`config.mk`:
```
export PLATFORM = sky130hd
export DESIGN_NAME = dacrb_top
export DESIGN_NICKNAME = d
export VERILOG_FILES = /design/src/verilog/dacrb_pkg.sv /design/src/verilog/dacrb_out_if.sv /design/src/verilog/dacrb_top.sv /design/src/verilog/dacrb_out_path.sv
export SDC_FILE = /design/constraint.sdc
export NUM_CORES = 1
export LEC_CHECK = 0
export ABC_AREA = 1
export BUFFER_PORTS_ARGS = -buffer_cell sky130_fd_sc_hd__buf_2
export CAP_MARGIN = 20
export CELL_PAD_IN_SITES_DETAIL_PLACEMENT = 0
export CELL_PAD_IN_SITES_GLOBAL_PLACEMENT = 2
export CORE_ASPECT_RATIO = 0.75
export CORE_MARGIN = 2
export CORE_UTILIZATION = 31
export DETAILED_ROUTE_END_ITERATION = 8
export PLACE_DENSITY_LB_ADDON = 0.15
export SYNTH_ARGS = -nofsm -noshare
export SYNTH_HDL_FRONTEND = slang
export SYNTH_HIERARCHICAL = 1
export SYNTH_SLANG_ARGS = --single-unit
```
`constraint.sdc`:
```
create_clock -name sys_clk -period 1.34 [get_ports sys_clk]
set_clock_uncertainty 0.2 [all_clocks]
set_input_delay 0.201 -clock sys_clk [delete_from_list [all_inputs] [get_ports sys_clk]]
set_output_delay 0.201 -clock sys_clk [all_outputs]
set_load 0.005 [all_outputs]
```
`src/verilog/dacrb_pkg.sv`:
```
// constants for the converter control register bank
package dacrb_pkg;
    localparam int DACRB_AW = 4;
    localparam int DACRB_DW = 16;
    localparam logic [3:0] DACRB_OFF_MODE = 4'h2;
    localparam logic [3:0] DACRB_OFF_CFG = 4'h3;
    localparam logic [3:0] DACRB_OFF_GAIN = 4'h4;
    localparam logic [3:0] DACRB_OFF_TRIG = 4'h5;
    localparam logic [3:0] DACRB_OFF_STAT = 4'h7;
    localparam logic [3:0] DACRB_OFF_DATA = 4'h8;
    localparam int DACRB_BIT_SYNC_EN = 0;
    localparam int DACRB_BIT_REF_PD = 8;
    localparam int DACRB_BIT_OUT_PD = 0;
    localparam int DACRB_BIT_REF_DIV = 8;
    localparam int DACRB_BIT_GAIN = 0;
    localparam int DACRB_BIT_LOAD = 4;
    localparam int DACRB_BIT_ALARM = 0;
    localparam logic [3:0] DACRB_SOFT_RESET_CODE = 4'hA;
    localparam logic [15:0] DACRB_RST_MODE = 16'h0000;
    localparam logic [15:0] DACRB_RST_CFG = 16'h0000;
    localparam logic [15:0] DACRB_RST_GAIN = 16'h0001;
    localparam logic [15:0] DACRB_RST_TRIG = 16'h0000;
    localparam logic [15:0] DACRB_RST_DATA = 16'h0000;
endpackage

```
`src/verilog/dacrb_out_if.sv`:
```
// register-bank to output-path signals
`timescale 1ns/10ps
interface dacrb_out_if;
    logic write_code;
    logic load_pulse;
    logic sync_mode;
    logic alarm;
    logic [15:0] code;
    modport bank (output write_code, output load_pulse, output sync_mode, output alarm,
        output code);
    modport path (input write_code, input load_pulse, input sync_mode, input alarm,
        input code);
endinterface

```
`src/verilog/dacrb_top.sv`:
```
// control register bank of a single-channel voltage-output converter
// Summary of operation
// - sync-mode bit 0 set: written code waits for a load trigger
// - sync-mode bit 0 clear (default): written code applies at once
// - configuration bit 8 disables the internal reference
// - configuration bit 0 powers down output, tied to ground by resistor
// - gain bit 8 halves the reference; clear leaves it undivided
// - alarm shuts reference buffer and forces output to zero volts
// - alarm keeps stored code; output resumes with it afterwards
// - gain bit 0 picks buffer gain two (1) or one (0), resets to 1
// - writing 1 to trigger bit 4 loads pending code in sync mode only, self-clearing
// - code 1010 in trigger bits 3..0 resets every register and the output code but not the alarm, self-clearing
// - configuration register at 3h, reset 0000h
// - gain register at 4h, reset 0001h
// - trigger register at 5h, reset 0000h, command fields write-only
// - sync-mode register at 2h, reset 0000h
// - status bit 0 reads 1 while reference alarm is active
`timescale 1ns/10ps
module dacrb_top
    import dacrb_pkg::*;
(
    input wire logic sys_clk,
    input wire logic resetn,
    input wire logic wr_en,
    input wire logic [3:0] wr_addr,
    input wire logic [15:0] wr_data,
    input wire logic [3:0] rd_addr,
    output logic [15:0] rd_data,
    input wire logic ref_alarm_in,
    output logic reference_power_down,
    output logic reference_enable,
    output logic output_power_down,
    output logic ref_divide,
    output logic output_buffer_gain,
    output logic ref_buffer_off,
    output logic load_strobe,
    output logic soft_reset,
    output logic [15:0] dac_code
);
    typedef struct packed {
        logic [15:0] mode;
        logic [15:0] cfg;
        logic [15:0] gain;
        logic [10:0] trig_rsvd;
        logic [15:0] data;
        logic load;
        logic srst;
        logic wr_code;
        logic [2:0] alarm_sync;
        logic alarm;
        logic [15:0] rd;
    } dacrb_state_t;

    dacrb_state_t s_q, s_d;
    dacrb_out_if ifc();

    // alarm arrives from analog comparator: three stages, settle on agreement
    always_comb
    begin
        s_d = s_q;
        s_d.load = 1'b0;                            // strobe clears itself
        s_d.srst = 1'b0;                            // reset code clears itself
        s_d.wr_code = 1'b0;
        s_d.alarm_sync = {s_q.alarm_sync[1:0], ref_alarm_in};
        if (s_q.alarm_sync[2] == s_q.alarm_sync[1])
            s_d.alarm = s_q.alarm_sync[2];
        if (s_q.srst)
        begin
            // soft reset restores every register; alarm tracks the pin still
            s_d.mode = DACRB_RST_MODE;
            s_d.cfg = DACRB_RST_CFG;
            s_d.gain = DACRB_RST_GAIN;
            s_d.trig_rsvd = DACRB_RST_TRIG[15:5];
            s_d.data = DACRB_RST_DATA;
        end
        else if (wr_en)
        begin
            case (wr_addr)
                DACRB_OFF_MODE: s_d.mode = wr_data;
                DACRB_OFF_CFG: s_d.cfg = wr_data;
                DACRB_OFF_GAIN: s_d.gain = wr_data;
                DACRB_OFF_TRIG:
                begin
                    s_d.trig_rsvd = wr_data[15:5];
                    s_d.load = wr_data[DACRB_BIT_LOAD];
                    s_d.srst = (wr_data[3:0] == DACRB_SOFT_RESET_CODE);
                end
                DACRB_OFF_DATA:
                begin
                    s_d.data = wr_data;             // alarm never blocks this
                    s_d.wr_code = 1'b1;
                end
                default: ;
            endcase
        end
        // read mux; command fields of the trigger read back as zero
        case (rd_addr)
            DACRB_OFF_MODE: s_d.rd = s_d.mode;
            DACRB_OFF_CFG: s_d.rd = s_d.cfg;
            DACRB_OFF_GAIN: s_d.rd = s_d.gain;
            DACRB_OFF_TRIG: s_d.rd = {s_d.trig_rsvd, 5'h00};
            DACRB_OFF_STAT: s_d.rd = {15'h0000, s_d.alarm};
            DACRB_OFF_DATA: s_d.rd = s_d.data;
            default: s_d.rd = 16'h0000;
        endcase
    end

    // reset values are constants; the code register clears on power-up
    always_ff @(posedge sys_clk or negedge resetn)
    begin
        if (!resetn)
        begin
            s_q <= '0;
            s_q.gain <= DACRB_RST_GAIN;
        end
        else
            s_q <= s_d;
    end

    assign ifc.write_code = s_q.wr_code;
    assign ifc.load_pulse = s_q.load;
    assign ifc.sync_mode = s_q.mode[DACRB_BIT_SYNC_EN];
    assign ifc.alarm = s_q.alarm;
    assign ifc.code = s_q.data;

    dacrb_out_path u_path (
        .sys_clk(sys_clk),
        .resetn(resetn),
        .soft_rst(s_q.srst),
        .ifc(ifc.path),
        .drive_code(dac_code)
    );

    // analog controls straight from register bits; reference buffer off from the synchronised alarm
    assign rd_data = s_q.rd;
    assign reference_power_down = s_q.cfg[DACRB_BIT_REF_PD];
    assign reference_enable = ~s_q.cfg[DACRB_BIT_REF_PD];
    assign output_power_down = s_q.cfg[DACRB_BIT_OUT_PD];
    assign ref_divide = s_q.gain[DACRB_BIT_REF_DIV];
    assign output_buffer_gain = s_q.gain[DACRB_BIT_GAIN];
    assign ref_buffer_off = s_q.alarm;
    assign load_strobe = s_q.load;
    assign soft_reset = s_q.srst;
endmodule

```
`src/verilog/dacrb_out_path.sv`:
```
// output code latch: immediate or load-triggered update, alarm forcing
`timescale 1ns/10ps
module dacrb_out_path
    import dacrb_pkg::*;
(
    input wire logic sys_clk,
    input wire logic resetn,
    input wire logic soft_rst,
    dacrb_out_if.path ifc,
    output logic [15:0] drive_code
);
    typedef struct packed {
        logic [15:0] active;
    } dacrb_path_t;
    dacrb_path_t s_q, s_d;

    // pick the code the converter actually uses
    always_comb
    begin
        s_d = s_q;
        if (soft_rst)
            s_d.active = DACRB_RST_DATA;
        else if (ifc.write_code && !ifc.sync_mode)
            s_d.active = ifc.code;
        else if (ifc.load_pulse && ifc.sync_mode)
            s_d.active = ifc.code;
        // a load in immediate mode changes nothing
    end

    always_ff @(posedge sys_clk or negedge resetn)
    begin
        if (!resetn)
            s_q <= '0;
        else
            s_q <= s_d;
    end

    // alarm zeroes the drive but keeps the held code
    assign drive_code = ifc.alarm ? 16'h0000 : s_q.active;
endmodule

```
==> results_tabular.tex <==
\begin{tabular}{lr}
\hline
Metric & Value \\
\hline
\multicolumn{2}{l}{\textbf{Floorplan}} \\
Chip height & 127.3 um \\
Width of the chip & 168.4 um \\
Total die area & 21440 um2 \\
Count of pins on the block boundary & 68 \\
Initial cell density of the core & 0.3136 \\
Total number of placement rows & 45 \\
Total core area & 20040 um2 \\
\multicolumn{2}{l}{\textbf{Worst setup path}} \\
Crit-path slowest cell & sky130\_fd\_sc\_hd\_\_dfrtp\_1 \\
Setup slack on the worst flop-to-flop path & -0.27 ns \\
Launching element of the worst setup path & soft\_reset \\
Critical path's largest stage delay & 0.39 ns \\
WP data arrival & 1.71 ns \\
Combined buffer and inverter count along the critical path & 4 \\
Levels on crit path & 8 \\
Largest delay share family, worst path & buffers and inverters \\
Critical path required time & 1.44 ns \\
Depth of the worst register-to-register path & 8 \\
Critical path class & reg2reg \\
Start of the worst register-to-register path & soft\_reset \\
Highest fanout seen on the critical path & 7 \\
Worst setup path end & rd\_data[13] \\
Endpoint of the worst-slack reg-to-reg timing path & rd\_data[13] \\
Most frequent CP cell & sky130\_fd\_sc\_hd\_\_nor2\_1 \\
Sort of element at the start of the critical path & flop \\
Sequence of cells on the critical path & buf\_6 -> inv\_8 -> buf\_4 -> buf\_12 -> nand3\_2 -> nor2\_1 -> nor2\_1 -> nand2\_1 \\
Kind of end point of the critical path & flop \\
\multicolumn{2}{l}{\textbf{Global routing}} \\
All-layer global routing usage & 0.2028 \\
GRT overflow & 0 \\
Vias in the first global route & 5869 \\
First-pass GRT wire length & 32900 um \\
Antenna violations before repair & 0 \\
Largest net degree at the start of global routing & 75 \\
\multicolumn{2}{l}{\textbf{Routing}} \\
First DRT Iteration DRCs & 435 \\
Antenna Nets Post-Route & 0 \\
TritonRoute pass-1 iters & 4 \\
Total number of vias & 6048 \\
Average routed wire per standard cell & 17.34 um \\
Detailed-route vias per instance & 4.758 \\
Number of remaining DRC errors & 0 \\
Total length of routed wires & 22040 um \\
\multicolumn{2}{l}{\textbf{Layout}} \\
Area growth syn-to-layout & 52.23\% \\
Fillers & 1987 \\
Ratio of cells with drive above 1 in the final layout & 0.3939 \\
Number of nets in the final layout & 1028 \\
ANT cells & 0 \\
\multicolumn{2}{l}{\textbf{Timing}} \\
Final Critical Period & 1.610 ns \\
Transition time of the tightest slew-check pin & 0.4509 ns \\
Unrepaired setup endpoints after global routing & yes \\
Final hold violations & 0 \\
Peak clock frequency supported by timing & 621.0 MHz \\
Final setup vio count & 99 \\
Final setup slack of the worst path & -0.2704 ns \\
Final-report max-slew violation count & 0 \\
Max-slew headroom at the worst pin & 0.6994 \\
Final hold slack & 0.02681 ns \\
Ratio of final minimum period to clock period & 1.202 \\
\multicolumn{2}{l}{\textbf{Yosys}} \\
Average cell area after synthesis & 7.666 um2 \\
Leading post-synthesis cells by cell area & sky130\_fd\_sc\_hd\_\_dfrtp\_1, sky130\_fd\_sc\_hd\_\_inv\_1, sky130\_fd\_sc\_hd\_\_nand2\_1, sky130\_fd\_sc\_hd\_\_nand4\_1, sky130\_fd\_sc\_hd\_\_nand3\_1 \\
Share of the synthesized area in the top cell type & 0.4498 \\
Count of state elements after synthesis & 114 \\
Mapped Nets & 848 \\
Yosys warnings & 6 \\
Dominant cell by count in the synthesized netlist & sky130\_fd\_sc\_hd\_\_inv\_1 \\
Ranking of synthesized cells by instance count & sky130\_fd\_sc\_hd\_\_inv\_1, sky130\_fd\_sc\_hd\_\_nand2\_1, sky130\_fd\_sc\_hd\_\_dfrtp\_1 \\
Most instantiated flip-flop cell in the synthesis netlist & sky130\_fd\_sc\_hd\_\_dfrtp\_1 \\
Post-Syn Area & 6286 um2 \\
Biggest area consumer among synthesized cells & sky130\_fd\_sc\_hd\_\_dfrtp\_1 \\
Library cells used by synthesis & 35 \\
Proportion of synthesized chip area in sequential cells & 0.4540 \\
Post-synth ARST share & 1.000 \\
Number of enable flip-flop cells after synthesis & 0 \\
Syn Inst Count & 820 \\
\multicolumn{2}{l}{\textbf{CTS}} \\
Clock-pin slew of the registers on the worst-case setup and hold paths & 0.06 ns \\
Clock tree from TritonCTS & yes \\
Number of buffers created by CTS & 17 \\
Source-to-sink clock delay at the later pin of the worst-skew pair & 0.42 ns \\
Longest Clk Path Bufs & 2 \\
Clock sink count & 114 \\
Clock tree root driver cell & sky130\_fd\_sc\_hd\_\_clkbuf\_16 \\
CTS H-tree lvls & 4 \\
\multicolumn{2}{l}{\textbf{Worst hold path}} \\
Type of the most critical hold path & in2reg \\
Worst min-delay path startpoint & wr\_data[3] \\
\multicolumn{2}{l}{\textbf{Run status}} \\
Run status & finished with violations \\
Violations in the final reports & negative setup slack \\
\multicolumn{2}{l}{\textbf{Pwr}} \\
Worst VDD drop & 916.2 uV \\
Leak Pwr & 5.213 nW \\
Total Power & 0.01286 W \\
PD cells & 1344 nW/um2 \\
\multicolumn{2}{l}{\textbf{Placed design}} \\
Final HPWL DP & 14000 um \\
Port buffer count & 67 \\
Pre-CTS setup slack & -0.4282 ns \\
GP Congestion & 0.8258 \\
\multicolumn{2}{l}{\textbf{Flow run}} \\
Total of max-cap violations & 0 \\
\hline
\end{tabular}
## logic make-up after synthesis
group	share of synthesized area
buffers and inverters	0.1724
adder cells (fa/ha/maj)	0.001592
AND/OR/NAND/NOR	0.3589
flip-flops	0.4540
AO/OA/AOI/OAI	0.01314
## where the power goes
group	switching (W)	leakage, nW	internal [W]
logic	0.00176	3.54	0.00168
clock network	0.00169	0.304	0.00320
registers	0.000305	1.37	0.00422
total	0.00376	5.21	0.00910
## layout by cell type (no fill, tap or decap), types with 3 or more instances in the layout
master	instances
sky130_fd_sc_hd__and3_1	28
sky130_fd_sc_hd__and3_4	6
sky130_fd_sc_hd__buf_12	23
sky130_fd_sc_hd__buf_2	64
sky130_fd_sc_hd__buf_4	64
sky130_fd_sc_hd__buf_6	46
sky130_fd_sc_hd__bufinv_16	4
sky130_fd_sc_hd__clkbuf_1	3
sky130_fd_sc_hd__clkbuf_16	23
sky130_fd_sc_hd__clkinv_2	5
sky130_fd_sc_hd__dfrtp_1	113
sky130_fd_sc_hd__dlygate4sd3_1	8
sky130_fd_sc_hd__inv_1	155
sky130_fd_sc_hd__inv_2	28
sky130_fd_sc_hd__nand2_1	139
sky130_fd_sc_hd__nand2_2	30
sky130_fd_sc_hd__nand3_1	28
sky130_fd_sc_hd__nand3_2	11
sky130_fd_sc_hd__nand3_4	30
sky130_fd_sc_hd__nand4_1	77
sky130_fd_sc_hd__nor2_1	50
sky130_fd_sc_hd__nor2_2	20
sky130_fd_sc_hd__nor2_4	16
sky130_fd_sc_hd__nor3_2	4
sky130_fd_sc_hd__o21ai_1	7
sky130_fd_sc_hd__o21ai_2	3
## flip-flops by register name (all words and copies together), names as in the netlist, 2 cells and up
signal / cells
s_q: 55
ifc.code: 16
rd_data: 16
s_d: 2
u_path/s_q: 16
## worst reg2reg max path, cell delays in order, from the launching register on
cell and delay [ns]:
sky130_fd_sc_hd__dfrtp_1 0.39, sky130_fd_sc_hd__buf_6 0.19, sky130_fd_sc_hd__inv_8 0.08, sky130_fd_sc_hd__buf_4 0.15, sky130_fd_sc_hd__buf_12 0.13, sky130_fd_sc_hd__nand3_2 0.08, sky130_fd_sc_hd__nor2_1 0.04, sky130_fd_sc_hd__nor2_1 0.16
sky130_fd_sc_hd__nand2_1 0.08
## layout make-up
type	instances	area, um2	share of cell area
repair buffers	213	2052	0.2144
repair inverters	1	11.26	0.001177
clock buffers	22	464.2	0.04851
inverters	190	747.0	0.07806
multi-input cells	463	2962	0.3095
well taps	258	322.8	0.03373
flip-flops and latches	114	2854	0.2982
clock inverters	10	156.4	0.01634
## timing repair
action	4_1_cts	5_1_grt
setup buffers	6	20
gates resized for setup	72	133
hold buffers	8	0
gates cloned	6	9
setup endpoints to repair	72	134
pin swaps	12	45
endpoints found under the hold margin	119	0
## worst min-delay path by stage
stage                              to  cells after the start
final                         s_q[53]                      5
after global routing          s_q[53]                      5
after CTS                     s_q[53]                      5
after detailed placement      s_q[73]                      2
after global placement        s_q[76]                      2
after floorplan           ifc.code[0]                      0
## stage by stage
step,cell area [um2],util,cells,TNS (ns)
finish,9569,0.4774,1271,-12.09
global route,9569,0.4774,1271,-17.27
CTS,8845,0.4413,1250,-10.71
detailed placement,7626,0.3805,1198,-22.04
global placement,7626,0.3805,1198,-20.67
floorplan,6401,-,820,-0.3065
## layer usage
metal  part of all wire  vias up  wire, um  track usage
met5                  0        -         0            0
met4              0.013        0       282      0.05578
met1               0.49     2970     10900       0.2939
met2               0.45      150      9929       0.3113
li1                   -     2907         -            -
met3              0.042       21       922      0.03779
Note: power is estimated with default switching activity, not from simulation.
